## config.mk

```make
export PLATFORM = sky130hd
export DESIGN_NAME = can_cfg_irq
export DESIGN_NICKNAME = d
export VERILOG_FILES = /design/src/can_cfg_pkg.sv /design/src/can_cfg_irq.sv
export SDC_FILE = /design/constraint.sdc
export NUM_CORES = 1
export LEC_CHECK = 0
export ABC_CLOCK_PERIOD_IN_PS = 4059
export BUFFER_PORTS_ARGS = -buffer_cell sky130_fd_sc_hd__buf_4
export CORE_ASPECT_RATIO = 0.9
export CORE_MARGIN = 3
export CORE_UTILIZATION = 55
export CTS_CLUSTER_SIZE = 24
export DETAILED_ROUTE_END_ITERATION = 6
export GPL_TIMING_DRIVEN = 0
export HOLD_SLACK_MARGIN = 0.1
export PLACE_DENSITY = 0.79
export SLEW_MARGIN = 40
export SYNTH_ARGS = -nofsm -noshare
export SYNTH_HDL_FRONTEND = slang
export SYNTH_SLANG_ARGS = --single-unit
```

## constraint.sdc

```tcl
create_clock -name hclk -period 4.06 [get_ports hclk]
set_input_delay 0 -clock hclk [delete_from_list [all_inputs] [get_ports hclk]]
set_output_delay 0 -clock hclk [all_outputs]
set_load 0.01 [all_outputs]
```

## src/can_cfg_pkg.sv

```systemverilog
package can_cfg_pkg;

	// register word offsets (byte addresses)
	localparam logic [7:0] OFS_TIMING   = 8'h00;
	localparam logic [7:0] OFS_GMASK_B  = 8'h04;
	localparam logic [7:0] OFS_GMASK_X  = 8'h08;
	localparam logic [7:0] OFS_BMASK_B  = 8'h0C;
	localparam logic [7:0] OFS_BMASK_X  = 8'h10;
	localparam logic [7:0] OFS_IRQ_EN   = 8'h14;
	localparam logic [7:0] OFS_IRQ_PEND = 8'h18;
	localparam logic [7:0] OFS_IRQ_CLR  = 8'h1C;
	localparam logic [7:0] OFS_CONFIG   = 8'h20;

	// reset values
	localparam logic [15:0] RST_REG16 = 16'h0000;

	// timing register field positions
	localparam int PSC_LSB  = 9;
	localparam int SJW_LSB  = 7;
	localparam int TS1_LSB  = 3;
	localparam int TS2_LSB  = 0;

	// mask base word field positions
	localparam int MSK_HI_LSB  = 5;
	localparam int MSK_RTR_BIT = 4;
	localparam int MSK_IDE_BIT = 3;

	// interrupt word: error bit above the buffer bits
	localparam int ERR_BIT = 15;
	localparam int NBUF    = 15;
	localparam int BASIC_BUF = 14;

	// config register: error interrupt type bit
	localparam int EIT_BIT = 0;

	// prescale: field plus two, top code saturates
	localparam logic [7:0] PSC_OFFSET = 8'h02;
	localparam logic [7:0] PSC_MAX    = 8'h80;

	// received frame header as seen by the filter
	typedef struct packed {
		logic [28:0] id;   // standard id sits in id[28:18]
		logic        srr;  // srr for extended, rtr for standard
		logic        ide;
		logic        rtr;  // extended-frame rtr
	} frame_hdr_t;

	// bit time parameters in quanta
	typedef struct packed {
		logic [7:0] presc;
		logic [2:0] sjw_tq;
		logic [4:0] ts1_tq;
		logic [3:0] ts2_tq;
	} bit_time_t;

endpackage

```

## src/can_cfg_irq.sv

```systemverilog
// The implementer's own choices: the AHB-Lite register port and the placing of the registers.
`timescale 1ns/10ps
module can_cfg_irq
	import can_cfg_pkg::*;
#(
	parameter int NB = NBUF
)(
	// ahb-lite slave
	input  wire logic        hclk,
	input  wire logic        hresetn,
	input  wire logic        hsel,
	input  wire logic [7:0]  haddr,
	input  wire logic [1:0]  htrans,
	input  wire logic        hwrite,
	input  wire logic [2:0]  hsize,
	input  wire logic [31:0] hwdata,
	input  wire logic        hready,
	output logic      [31:0] hrdata,
	output logic             hreadyout,
	output logic             hresp,
	// receive filter request from the protocol engine
	input  wire frame_hdr_t  rx_hdr,
	input  wire logic [28:0] buf_id,
	input  wire logic        buf_is_basic,
	// engine events, one-cycle pulses
	input  wire logic [NB-1:0] xfer_done,
	input  wire logic        bus_error,
	input  wire logic        node_state_chg,
	// filter answer and merged identifier
	output logic             rx_accept,
	output logic      [28:0] rx_merged_id,
	// bit time logic setup
	output bit_time_t        bit_time,
	// interrupt request
	output logic             irq
);

	////////////////////////////////////////////////////////////////////////
	// register state
	logic [15:0] timing_r,   timing_nxt;   // bit timing config
	logic [15:0] gmb_r,      gmb_nxt;      // global mask base
	logic [15:0] gmx_r,      gmx_nxt;      // global mask extended
	logic [15:0] bmb_r,      bmb_nxt;      // basic mask base
	logic [15:0] bmx_r,      bmx_nxt;      // basic mask extended
	logic [15:0] ien_r,      ien_nxt;      // interrupt enable
	logic [15:0] pend_r,     pend_nxt;     // interrupt pending
	logic        eit_r,      eit_nxt;      // error interrupt type
	// data-phase capture
	logic        wr_ph_r,    wr_ph_nxt;    // write in data phase
	logic [7:0]  addr_ph_r,  addr_ph_nxt;  // latched address
	logic [31:0] rdata_r,    rdata_nxt;    // read data
	// outputs held in flops
	logic        acc_r,      acc_nxt;
	logic [28:0] mid_r,      mid_nxt;
	bit_time_t   bt_r,       bt_nxt;
	logic        irq_r,      irq_nxt;

	logic        addr_ok;                  // valid address phase
	logic [31:0] gmask, bmask, mask, ref_cmp, care, diff;
	logic [28:0] keep_id;
	logic [15:0] set_v, clr_v;
	logic        err_evt;

	////////////////////////////////////////////////////////////////////////
	// bus decode; single-word only, always zero wait and okay
	always_comb begin
		addr_ok = hsel && hready && htrans[1] && (hsize == 3'h2);
	end

	// register read mux, unmapped reads give zero
	function automatic logic [31:0] rd_mux(input logic [7:0] a,
		input logic [15:0] t, gb, gx, bb, bx, en, pd, input logic et);
		logic [31:0] v;
		v = 32'h0000_0000;
		case (a)
			OFS_TIMING:   v = {16'h0000, t};
			OFS_GMASK_B:  v = {16'h0000, gb};
			OFS_GMASK_X:  v = {16'h0000, gx};
			OFS_BMASK_B:  v = {16'h0000, bb};
			OFS_BMASK_X:  v = {16'h0000, bx};
			OFS_IRQ_EN:   v = {16'h0000, en};
			OFS_IRQ_PEND: v = {16'h0000, pd};
			OFS_CONFIG:   v = {31'h0000_0000, et};
			default:      v = 32'h0000_0000;
		endcase
		return v;
	endfunction

	////////////////////////////////////////////////////////////////////////
	// acceptance filter
	// packs a mask pair into {id[28:0], srr/rtr, ide, ext_remote_mask} order
	function automatic logic [31:0] pack_mask(input logic [15:0] b,
		input logic [15:0] x);
		// hi bits, 17:15, the x word, then rtr, ide and x bit 0
		return {b[15:MSK_HI_LSB], b[2:0], x[15:1],
			b[MSK_RTR_BIT], b[MSK_IDE_BIT], x[0]};
	endfunction

	always_comb begin
		gmask = pack_mask(gmb_r, gmx_r);
		bmask = pack_mask(bmb_r, bmx_r);
		// basic mask for buffer 14 only
		mask  = buf_is_basic ? bmask : gmask;
		// unused bits forced to don't care for standard frames
		if (!rx_hdr.ide) begin
			mask[20:3] = 18'h3FFFF;
			mask[0]    = 1'b1;
		end
		// reference: buffer id, then the frame's own srr, ide and rtr bits
		ref_cmp = {buf_id, rx_hdr.srr, rx_hdr.ide, rx_hdr.rtr};
		care    = ~mask;
		diff    = ({rx_hdr.id, rx_hdr.srr, rx_hdr.ide, rx_hdr.rtr}
			^ ref_cmp) & care;
		// masked bits take the arrived value
		keep_id = (buf_id & care[31:3]) | (rx_hdr.id & mask[31:3]);
	end

	// filter registers its answer
	always_comb begin
		acc_nxt = (diff[31:3] == 29'h0000_0000);
		mid_nxt = keep_id;
	end

	////////////////////////////////////////////////////////////////////////
	// bit time decode
	always_comb begin
		logic [7:0] p;
		p = {1'b0, timing_r[15:PSC_LSB]} + PSC_OFFSET;
		// codes 126 and 127 both give 128
		bt_nxt.presc  = (p > PSC_MAX) ? PSC_MAX : p;
		bt_nxt.sjw_tq = {1'b0, timing_r[8:SJW_LSB]} + 3'h1;
		bt_nxt.ts1_tq = {1'b0, timing_r[6:TS1_LSB]} + 5'h01;
		bt_nxt.ts2_tq = {1'b0, timing_r[2:TS2_LSB]} + 4'h1;
	end

	////////////////////////////////////////////////////////////////////////
	// register file and pending flags
	always_comb begin
		timing_nxt  = timing_r;
		gmb_nxt     = gmb_r;
		gmx_nxt     = gmx_r;
		bmb_nxt     = bmb_r;
		bmx_nxt     = bmx_r;
		ien_nxt     = ien_r;
		eit_nxt     = eit_r;
		clr_v       = 16'h0000;
		wr_ph_nxt   = addr_ok && hwrite;
		addr_ph_nxt = addr_ok ? haddr : addr_ph_r;
		rdata_nxt   = (addr_ok && !hwrite) ? rd_mux(haddr, timing_r,
			gmb_r, gmx_r, bmb_r, bmx_r, ien_r, pend_r, eit_r) : rdata_r;
		// writes land in the data phase
		if (wr_ph_r) begin
			case (addr_ph_r)
				OFS_TIMING:  timing_nxt = hwdata[15:0];
				OFS_GMASK_B: gmb_nxt    = hwdata[15:0];
				OFS_GMASK_X: gmx_nxt    = hwdata[15:0];
				OFS_BMASK_B: bmb_nxt    = hwdata[15:0];
				OFS_BMASK_X: bmx_nxt    = hwdata[15:0];
				OFS_IRQ_EN:  ien_nxt    = hwdata[15:0];
				OFS_IRQ_CLR: clr_v      = hwdata[15:0];
				OFS_CONFIG:  eit_nxt    = hwdata[EIT_BIT];
				default: begin
					// unmapped and read-only writes ignored
				end
			endcase
		end
		// type bit picks the error source
		err_evt = eit_r ? node_state_chg : bus_error;
		set_v   = {err_evt, xfer_done};
		// set beats clear in the same cycle
		pend_nxt = (pend_r & ~clr_v) | set_v;
		// enable gates the request, not the flag
		irq_nxt  = |(pend_nxt & ien_nxt);
	end

	////////////////////////////////////////////////////////////////////////
	// all state flops, zero on reset
	always_ff @(posedge hclk or negedge hresetn) begin
		if (!hresetn) begin
			timing_r  <= RST_REG16;
			gmb_r     <= RST_REG16;
			gmx_r     <= RST_REG16;
			bmb_r     <= RST_REG16;
			bmx_r     <= RST_REG16;
			ien_r     <= RST_REG16;
			pend_r    <= RST_REG16;
			eit_r     <= 1'b0;
			wr_ph_r   <= 1'b0;
			addr_ph_r <= 8'h00;
			rdata_r   <= 32'h0000_0000;
			acc_r     <= 1'b0;
			mid_r     <= 29'h0000_0000;
			bt_r      <= '0;
			irq_r     <= 1'b0;
		end else begin
			timing_r  <= timing_nxt;
			gmb_r     <= gmb_nxt;
			gmx_r     <= gmx_nxt;
			bmb_r     <= bmb_nxt;
			bmx_r     <= bmx_nxt;
			ien_r     <= ien_nxt;
			pend_r    <= pend_nxt;
			eit_r     <= eit_nxt;
			wr_ph_r   <= wr_ph_nxt;
			addr_ph_r <= addr_ph_nxt;
			rdata_r   <= rdata_nxt;
			acc_r     <= acc_nxt;
			mid_r     <= mid_nxt;
			bt_r      <= bt_nxt;
			irq_r     <= irq_nxt;
		end
	end

	// outputs straight from flops, hreadyout and hresp tied off; zero-wait slave
	always_comb begin
		hrdata       = rdata_r;
		hreadyout    = 1'b1;
		hresp        = 1'b0;
		rx_accept    = acc_r;
		rx_merged_id = mid_r;
		bit_time     = bt_r;
		irq          = irq_r;
	end

	////////////////////////////////////////////////////////////////////////
	// assertions
	property p_psc_sat;
		@(posedge hclk) disable iff (!hresetn)
		(timing_r[15:PSC_LSB] >= 7'h7E) |=> (bit_time.presc == 8'h80);
	endproperty
	a_psc_sat: assert property (p_psc_sat)
		else $error("prescale not saturated at 128");

	property p_sjw;
		@(posedge hclk) disable iff (!hresetn)
		1'b1 |=> (bit_time.sjw_tq == {1'b0, $past(timing_r[8:7])} + 3'h1);
	endproperty
	a_sjw: assert property (p_sjw)
		else $error("jump width wrong");

	property p_ts2;
		@(posedge hclk) disable iff (!hresetn)
		1'b1 |=> (bit_time.ts2_tq == {1'b0, $past(timing_r[2:0])} + 4'h1);
	endproperty
	a_ts2: assert property (p_ts2)
		else $error("second segment wrong");

	property p_ts1;
		@(posedge hclk) disable iff (!hresetn)
		1'b1 |=> (bit_time.ts1_tq == {1'b0, $past(timing_r[6:3])} + 5'h01);
	endproperty
	a_ts1: assert property (p_ts1)
		else $error("first segment wrong");

	property p_exact_match;
		@(posedge hclk) disable iff (!hresetn)
		(mask == 32'h0000_0000 && rx_hdr.id != buf_id) |=> !rx_accept;
	endproperty
	a_exact_match: assert property (p_exact_match)
		else $error("accepted mismatching id with no mask");

	property p_merge;
		@(posedge hclk) disable iff (!hresetn)
		(mask[31:3] == 29'h1FFF_FFFF) |=> (rx_merged_id == $past(rx_hdr.id));
	endproperty
	a_merge: assert property (p_merge)
		else $error("masked bits not taken from frame");

	property p_buf_set;
		@(posedge hclk) disable iff (!hresetn)
		xfer_done[0] |=> pend_r[0];
	endproperty
	a_buf_set: assert property (p_buf_set)
		else $error("buffer pending not set");

	property p_err_clr;
		@(posedge hclk) disable iff (!hresetn)
		(wr_ph_r && addr_ph_r == OFS_IRQ_CLR && hwdata[ERR_BIT] && !err_evt)
		|=> !pend_r[ERR_BIT];
	endproperty
	a_err_clr: assert property (p_err_clr)
		else $error("error pending not cleared");

	property p_err_type;
		@(posedge hclk) disable iff (!hresetn)
		(eit_r && bus_error && !node_state_chg && !pend_r[ERR_BIT])
		|=> !pend_r[ERR_BIT];
	endproperty
	a_err_type: assert property (p_err_type)
		else $error("error pending set on wrong event");

	property p_irq;
		@(posedge hclk) disable iff (!hresetn)
		1'b1 |=> (irq == |(pend_r & ien_r));
	endproperty
	a_irq: assert property (p_irq)
		else $error("irq does not follow pending and enable");

	// set wins over a clear landing in the same cycle
	property p_err_set;
		@(posedge hclk) disable iff (!hresetn)
		err_evt |=> pend_r[ERR_BIT];
	endproperty
	a_err_set: assert property (p_err_set)
		else $error("error pending not set on event");

	// pending word is read-only from the bus side
	property p_pend_ro;
		@(posedge hclk) disable iff (!hresetn)
		(wr_ph_r && addr_ph_r == OFS_IRQ_PEND
			&& xfer_done == '0 && !err_evt)
		|=> $stable(pend_r);
	endproperty
	a_pend_ro: assert property (p_pend_ro)
		else $error("pending changed by a bus write");

	// a zero basic mask means buffer 14 needs an exact id match
	property p_basic_exact;
		@(posedge hclk) disable iff (!hresetn)
		(buf_is_basic && rx_hdr.ide && bmb_r == 16'h0000
			&& bmx_r == 16'h0000 && rx_hdr.id != buf_id)
		|=> !rx_accept;
	endproperty
	a_basic_exact: assert property (p_basic_exact)
		else $error("basic buffer accepted a mismatching id");

	c_read: cover property (@(posedge hclk) disable iff (!hresetn)
		addr_ok && !hwrite && haddr == OFS_IRQ_PEND);
	c_accept: cover property (@(posedge hclk) disable iff (!hresetn)
		rx_accept && buf_is_basic);
	c_irq: cover property (@(posedge hclk) disable iff (!hresetn)
		$rose(irq));
	c_err_clear: cover property (@(posedge hclk) disable iff (!hresetn)
		$fell(pend_r[ERR_BIT]));

endmodule

```

==> results of run 1 <==
area by class of cell:
class | instances | area, um^2 | area share [%]
Timing Repair Buffer | 287 | 2490 | 20.3
Inverter | 9 | 33.8 | 0.274
Buffer | 56 | 333 | 2.70
Clock inverter | 13 | 140 | 1.14
Sequential cell | 189 | 4730 | 38.4
Multi-Input combinational cell | 484 | 3890 | 31.6
Tap cell | 202 | 253 | 2.05
Clock buffer | 19 | 443 | 3.60
state kept, by name, summed over array words and instances (netlist names):
name / cells
rx_merged_id: 29
bit_time: 20
bmb_r: 16
bmx_r: 16
gmb_r: 16
gmx_r: 16
hrdata: 16
ien_r: 16
pend_r: 16
timing_r: 16
addr_ph_r: 8
eit_r: 1
irq: 1
rx_accept: 1
wr_ph_r: 1
worst min-delay path by stage:
stage | depth (start not counted) | from | slack (ns) | to
after floorplan | 0 | hresetn | -0.30 | addr_ph_r[0]$_DFFE_PN0P_
after global placement | 3 | hwrite | 0.24 | wr_ph_r$_DFF_PN0_
after detailed placement | 1 | hresetn | -0.05 | bmx_r[2]$_DFFE_PN0P_
after CTS | 3 | hready | 0.11 | wr_ph_r$_DFF_PN0_
after global routing | 3 | hready | 0.15 | wr_ph_r$_DFF_PN0_
final | 3 | hready | 0.11 | wr_ph_r$_DFF_PN0_
power groups by stage:
stage,sequential (W),clock (W),combinational [W]
4_1_cts,0.00213,0.00167,0.000755
6_report,0.00214,0.00168,0.000772
3_5_place_dp,0.00217,0,0.000661
5_1_grt,0.00215,0.00175,0.000825
2_1_floorplan,0.00218,0,0.000267
3_3_place_gp,0.00216,0,0.000642
critical path: cells and delay by family (launching register included):
kind	cells	cell delay, ns
and+or+nand+nor	2	0.87
AOI/OAI and AO/OA	1	0.13
DFF	1	0.40
buffers and inverters	4	1.64
placed cells by master (no fill, tap or decap), types with 4 or more instances in the layout:
cell / n
buf_4: 196
dfrtp_1: 189
mux2_2: 111
dlygate4sd3_1: 109
nand2_1: 53
mux2i_1: 32
a222oi_1: 31
nand4_1: 29
clkbuf_1: 23
nor2_1: 23
xnor2_1: 20
conb_1: 18
clkbuf_16: 17
nor2b_1: 16
o21a_1: 15
xor2_1: 14
o31ai_1: 13
a21oi_1: 13
a221oi_1: 12
inv_1: 9
nand3_1: 8
o21ai_0: 7
buf_2: 6
o22ai_1: 6
and2_1: 6
nor4_1: 4
mux2_4: 4
ha_1: 4
clkinvlp_4: 4
repair_timing:
item / 4_1_cts / 5_1_grt
hold endpoints to repair: 344 / 0
gates resized for setup: 0 / 0
hold buffers: 110 / 0
metrics by stage:
| step | power, W | cells | hold slack [ns] | area (um^2) |
|---|---|---|---|---|
| 2_1_floorplan | 0.00244 | 738 | -0.296 | 8980 |
| 3_3_place_gp | 0.00280 | 1115 | 0.238 | 10500 |
| 3_5_place_dp | 0.00283 | 1117 | -0.0484 | 10600 |
| 4_1_cts | 0.00455 | 1259 | 0.115 | 12300 |
| 5_1_grt | 0.00473 | 1259 | 0.149 | 12300 |
| 6_report | 0.00459 | 1259 | 0.114 | 12300 |
routing by layer:
metal  GRT usage, %  part of all wire [%]
met5              0                     0
met4           14.5                   3.9
met3           8.93                    10
met2           52.7                    49
met1           41.9                    37
cells by family (layout without fill, tap and decap cells):
| logic type | count (synthesis) | after routing | synth area share [%] |
|---|---|---|---|
| AOI/OAI and AO/OA | 117 | 117 | 10.5 |
| xor gates and xnor gates | 34 | 34 | 3.34 |
| adders and majority gates | 4 | 4 | 0.561 |
| buffers and inverters | 65 | 384 | 4.09 |
| DFF | 189 | 189 | 53.0 |
| muxes | 149 | 149 | 18.5 |
| other | 2 | 18 | 0.0842 |
| and+or+nand+nor | 162 | 162 | 9.91 |
==> results_dict.tcl, run 1 <==
set metrics [dict create \
    synthArstFlopShare_pct 100 \
    power.density_nw_per_um2 373 \
    die_height_um 127 \
    setup_slack_ns 0.888 \
    setup_viol 0 \
    detail_route.wl_per_cell_um 23.2 \
    period_share_pct 78.1 \
    synthTopCellsByCount "189 x dfrtp_1, 111 x mux2_2, 53 x nand2_1" \
    synthesis.area_per_instance_um2 12.4 \
    cts_sinks 189 \
    worstSetupStartpointType "flip-flop" \
    fin_worst_skew_ns 0.0117 \
    critical_path.max_stage_delay_ns 0.60 \
    die_area_um2 17800 \
    internal-power_w 0.00337 \
    port-buffer-count 175 \
    synth_cells 722 \
    crit_required_ns 4.38 \
    path_common_cell "buf_2" \
    row_count 43 \
    drt-initial-drc-count 1018 \
    vias 7750 \
    n_fill_cell 945 \
    cp.arrival_ns 3.49 \
    numCtsBuffers 17 \
    clock_insertion_delay_worst_skew_ns 0.44 \
    final_nets 1177 \
    cts_setup_buffers 0 \
    critPathLaunch "addr_ph_r[7]$_DFFE_PN0P_" \
    layout-drive-gt1-share_pct 34.4 \
    area_growth_pct 38.0 \
    switchingPower_w 0.00122 \
    path_clk_slew_ns 0.07 \
    setup_tns_ns 0 \
    synth_top_area_share_pct 53.0 \
    antenna_found_initial 0 \
    vdd_drop_max_mv 0.338 \
    p_sw_share_pct 26.6 \
    rsz0062_at_grt "no" \
    grt_overflow_total 0 \
    ys.flop_type "dfrtp_1" \
    crit_chain "or3b_1 > buf_2 > nor3_4 > buf_2 > buf_1 > a21oi_1 > dlygate4sd3_1" \
    place.gp.congestion 0.935 \
    r2r.worst_path.cells 7 \
    grt_pass1_wl_mm 44.4 \
    failed_checks "DRC" \
    crit_path_max_fanout 10 \
    report.final.slew_viol_count 0 \
    hold_violations 0 \
    ys_seq_area_share_pct 53.0 \
    end_kind "flip-flop" \
    post-route-util_pct 78.7 \
    drcViolationCount 10 \
    start_util_pct 57.0 \
    slowest_stage "dlygate4sd3_1" \
    drt_first_pass_iters 7 \
    min_period_ns 3.17 \
    synth_cell_types 60 \
    r2r-start "addr_ph_r[7]$_DFFE_PN0P_" \
    antenna_left 0 \
    fmax_mhz 315 \
    diodes 0 \
    synth_top_area_cell "dfrtp_1" \
    design.core.area_um2 15700 \
    synth_edf_count 0 \
    relSlewSlack_pct 39.5 \
    cts_max_path_buffers 2 \
    p_clk_share_pct 36.6 \
    place_ws_ns 1.24 \
    pwr-share-comb_pct 16.8 \
    power_frac_seq_pct 46.6 \
    worst_slew_pin_slew_ns 0.907 \
    wirelength_mm 29.2 \
    ys_seq_elements 189 \
    htreeDepth 4 \
    dp_hpwl_mm 18.8 \
    hold_path_class "in2reg" \
    endpoint "pend_r[14]$_DFF_PN0_" \
    r2r-end "pend_r[14]$_DFF_PN0_" \
    yosysMostFrequentCell "dfrtp_1" \
    critPathKind "reg2reg" \
    grt_start_max_net_pins 76 \
    cts_tree "done" \
    num_io_pins 214 \
    yosys-top-cells-area "dfrtp_1 53%, mux2_2 14%, mux2i_1 3.6%, a222oi_1 3.5%, nand2_1 2.2%" \
    ys_warn_count 0 \
    rrSetupSlack_ns 0.89 \
    grtUsageTotal_pct 32.8 \
    cts-root-buf "clkbuf_16" \
    via_per_inst 6.16 \
    maxCapViolations 0 \
    synth_area_um2 8920 \
    die_x_um 140 \
    leakage_nw 5.51 \
    status "finished, violations left" \
    grt_pass1_vias 7876 \
]
No activity file was read; power rests on OpenSTA's default activity.
==> inputs of run 2 (changes only) <==
--- a/config.mk
+++ b/config.mk
@@ -5,16 +5,17 @@
 export SDC_FILE = /design/constraint.sdc
 export NUM_CORES = 1
 export LEC_CHECK = 0
-export ABC_CLOCK_PERIOD_IN_PS = 4059
+export ABC_AREA = 1
+export ABC_CLOCK_PERIOD_IN_PS = 2600
 export BUFFER_PORTS_ARGS = -buffer_cell sky130_fd_sc_hd__buf_4
 export CORE_ASPECT_RATIO = 0.9
 export CORE_MARGIN = 3
-export CORE_UTILIZATION = 55
+export CORE_UTILIZATION = 49
 export CTS_CLUSTER_SIZE = 24
 export DETAILED_ROUTE_END_ITERATION = 6
 export GPL_TIMING_DRIVEN = 0
 export HOLD_SLACK_MARGIN = 0.1
-export PLACE_DENSITY = 0.79
+export PLACE_DENSITY = 0.73
 export SLEW_MARGIN = 40
 export SYNTH_ARGS = -nofsm -noshare
 export SYNTH_HDL_FRONTEND = slang
==> constraint.sdc (replaced) <==
create_clock -name hclk -period 2.6 [get_ports hclk]
set_input_delay 0 -clock hclk [delete_from_list [all_inputs] [get_ports hclk]]
set_output_delay 0 -clock hclk [all_outputs]
set_load 0.01 [all_outputs]
==> results_dict.tcl, run 2 <==
set metrics [dict create \
    synthMuxAreaShare_pct 1.92 \
    synth_area_um2 9310 \
    slowest_stage "dlygate4sd3_1" \
    layout-drive-gt1-share_pct 19.7 \
    dp_hpwl_mm 22.0 \
    start_util_pct 50.2 \
    leakage_nw 6.91 \
    min_to "pend_r[1]$_DFF_PN0_" \
    wirelength_mm 31.3 \
    pwr-share-comb_pct 18.0 \
    rsz0062_at_grt "no" \
    cts_sinks 189 \
    synth-simple-area-share_pct 26.5 \
    num_io_pins 214 \
    detail_route.wl_per_cell_um 17.9 \
    ys_warn_count 0 \
    synth_edf_count 0 \
    place.gp.congestion 0.954 \
    period_share_pct 92.5 \
    clock_insertion_delay_worst_skew_ns 0.44 \
    r2r.worst_path.cells 10 \
    final_common_cell "nand2_1" \
    setup_slack_ns 0.194 \
    setup_viol 0 \
    path_clk_slew_ns 0.07 \
    hold_start "xfer_done[1]" \
    power_frac_seq_pct 44.1 \
    cts_setup_buffers 0 \
    critPathKind "reg2reg" \
    grt_pass1_wl_mm 47.9 \
    holdPathStages 4 \
    synth_cell_types 34 \
    synth_top_area_share_pct 50.8 \
    switchingPower_w 0.00209 \
    antenna_left 0 \
    status "complete, no violations" \
    drcViolationCount 0 \
    path_common_cell "nand2_1" \
    yosysMostFrequentCell "nand2_1" \
    crit_required_ns 2.99 \
    cts_max_path_buffers 2 \
    port-buffer-count 175 \
    vias 9233 \
    yosys-top-cells-area "dfrtp_1 51%, nand2_1 15%, o21ai_0 7.2%, nand3_1 5.6%, inv_1 4.2%" \
    largest_register_ffs 29 \
    hold_violations 0 \
    area_growth_pct 38.5 \
    vdd_drop_max_mv 0.485 \
    ys.flop_type "dfrtp_1" \
    grt_start_max_net_pins 72 \
    rrSetupSlack_ns 0.19 \
    numCtsBuffers 17 \
    htreeDepth 4 \
    post-route-util_pct 69.6 \
    setup_tns_ns 0 \
    die_x_um 151 \
    crit_chain "inv_1 > nand2_1 > o21ai_0 > nand2_1 > nand2_1 > nor3_1 > nand4_1 > dlygate4sd3_1 > nor2_1 > dlygate4sd3_1" \
    critical_path.max_stage_delay_ns 0.58 \
    ys_seq_elements 189 \
    cts-root-buf "clkbuf_16" \
    synth_cells 1156 \
    fmax_mhz 416 \
    final_nets 1620 \
    worstSetupStartpointType "flip-flop" \
    die_height_um 137 \
    synth_compound_area_share_pct 9.68 \
    place_ws_ns 0.689 \
    power.density_nw_per_um2 590 \
    report.final.slew_viol_count 0 \
    worst_slew_pin_slew_ns 0.660 \
    r2r-start "bmb_r[11]$_DFFE_PN0P_" \
    row_count 47 \
    grtUsageTotal_pct 30.7 \
    drt_first_pass_iters 6 \
    design.core.area_um2 18500 \
    antenna_found_initial 0 \
    cts_tree "done" \
    synth_top_area_cell "dfrtp_1" \
    synth_xor_area_share_pct 1.98 \
    die_area_um2 20700 \
    synth_top_family_by_area "simple AND/OR/NAND/NOR gates" \
    layout_common_cells "362 x nand2_1, 200 x buf_4, 189 x dfrtp_1" \
    drt-initial-drc-count 802 \
    p_clk_share_pct 38.0 \
    r2r-end "rx_accept$_DFF_PN0_" \
    maxCapViolations 0 \
    fin_worst_skew_ns 0.00745 \
    grt_overflow_total 0 \
    min_period_ns 2.41 \
    crit_path_max_fanout 2 \
    hold_path_class "in2reg" \
    synthesis.area_per_instance_um2 8.05 \
    via_per_inst 5.29 \
    internal-power_w 0.00551 \
    synthTopCellsByCount "362 x nand2_1, 189 x dfrtp_1, 133 x o21ai_0" \
    synthArstFlopShare_pct 100 \
    relSlewSlack_pct 55.8 \
    cp.arrival_ns 2.79 \
    diodes 0 \
    p_sw_share_pct 27.5 \
    end_kind "flip-flop" \
    ys_seq_area_share_pct 50.8 \
    grt_pass1_vias 8860 \
    synth_fa_ha_area_share_pct 0.538 \
]
-- run 2: cell types whose count changed after synthesis, sizes merged, moves of 14 or more --
cell	previous run	this run
o21ai	7	137
nand4	29	5
nor2	26	75
xnor2	20	6
a222oi	31	0
o21a	15	0
nand2	53	365
mux2i	32	1
nor2b	16	0
inv	9	105
nand3	8	104
mux2	117	15
-- run 2: logic make-up after synthesis --
family                   after synthesis
multiplexers                          16
buffers and inverters                169
AO/OA/AOI/OAI                        172
adder cells (fa/ha/maj)                4
other                                  2
XOR/XNOR                              21
AND/OR/NAND/NOR                      583
flip-flops                           189
-- run 2: timing repair --
action / 4_1_cts / 5_1_grt
endpoints found under the setup margin: 0 / 1
hold buffers: 119 / 0
endpoints found under the hold margin: 284 / 0
gates resized for setup: 0 / 4
-- run 2: how the worst max path moves through the flow --
stage / start / to / cells past startpoint
finish: bmb_r[11]$_DFFE_PN0P_ / rx_accept$_DFF_PN0_ / 10
global placement: hresetn / pend_r[6]$_DFF_PN0_ / 1
detailed placement: addr_ph_r[1]$_DFFE_PN0P_ / gmb_r[8]$_DFFE_PN0P_ / 8
CTS: gmb_r[1]$_DFFE_PN0P_ / rx_accept$_DFF_PN0_ / 8
floorplan: addr_ph_r[1]$_DFFE_PN0P_ / gmb_r[10]$_DFFE_PN0P_ / 8
global route: gmb_r[14]$_DFFE_PN0P_ / rx_accept$_DFF_PN0_ / 8
-- run 2: worst max-delay path, delay by kind of cell, from the launching register on --
family / cells / cell delay [ns]
compound gates: 1 / 0.18
buf+inv: 3 / 1.19
flops: 1 / 0.36
simple gates: 6 / 0.61
-- run 2: power by group through the flow --
stage / Clock [W] / Sequential, W / Combinational, W
after floorplan: 0 / 0.00345 / 0.000489
after global placement: 0 / 0.00340 / 0.00116
after detailed placement: 0 / 0.00339 / 0.00120
after CTS: 0.00289 / 0.00334 / 0.00136
after global routing: 0.00302 / 0.00338 / 0.00150
final: 0.00289 / 0.00335 / 0.00137
-- run 2: cell type report --
cell class | instances | area [um^2]
well taps | 245 | 307
multi-input cells | 814 | 3850
repair buffers | 296 | 2570
plain buffers | 64 | 394
fillers | 1451 | 5640
inverters | 105 | 394
clock inverters | 14 | 206
flip-flops and latches | 189 | 4730
clock buffers | 18 | 439
-- run 2: metal layers --
| layer | vias to the layer above | track usage [%] | routed length, um |
|---|---|---|---|
| li1 | 4346 | - | - |
| met1 | 4307 | 42.7 | 12800 |
| met2 | 514 | 47.6 | 14300 |
| met3 | 66 | 6.39 | 3250 |
| met4 | 0 | 11.3 | 936 |
| met5 | - | 0 | 0 |
-- run 2: per-stage QoR --
stage	instance area [um^2]	cells	power (W)	hold WS [ns]
floorplan	9370	1172	0.00393	-0.296
global placement	11000	1592	0.00455	0.207
finish	12900	1745	0.00761	0.314
global route	12900	1745	0.00790	0.329
CTS	12900	1745	0.00759	0.292
detailed placement	11000	1594	0.00460	-0.0318
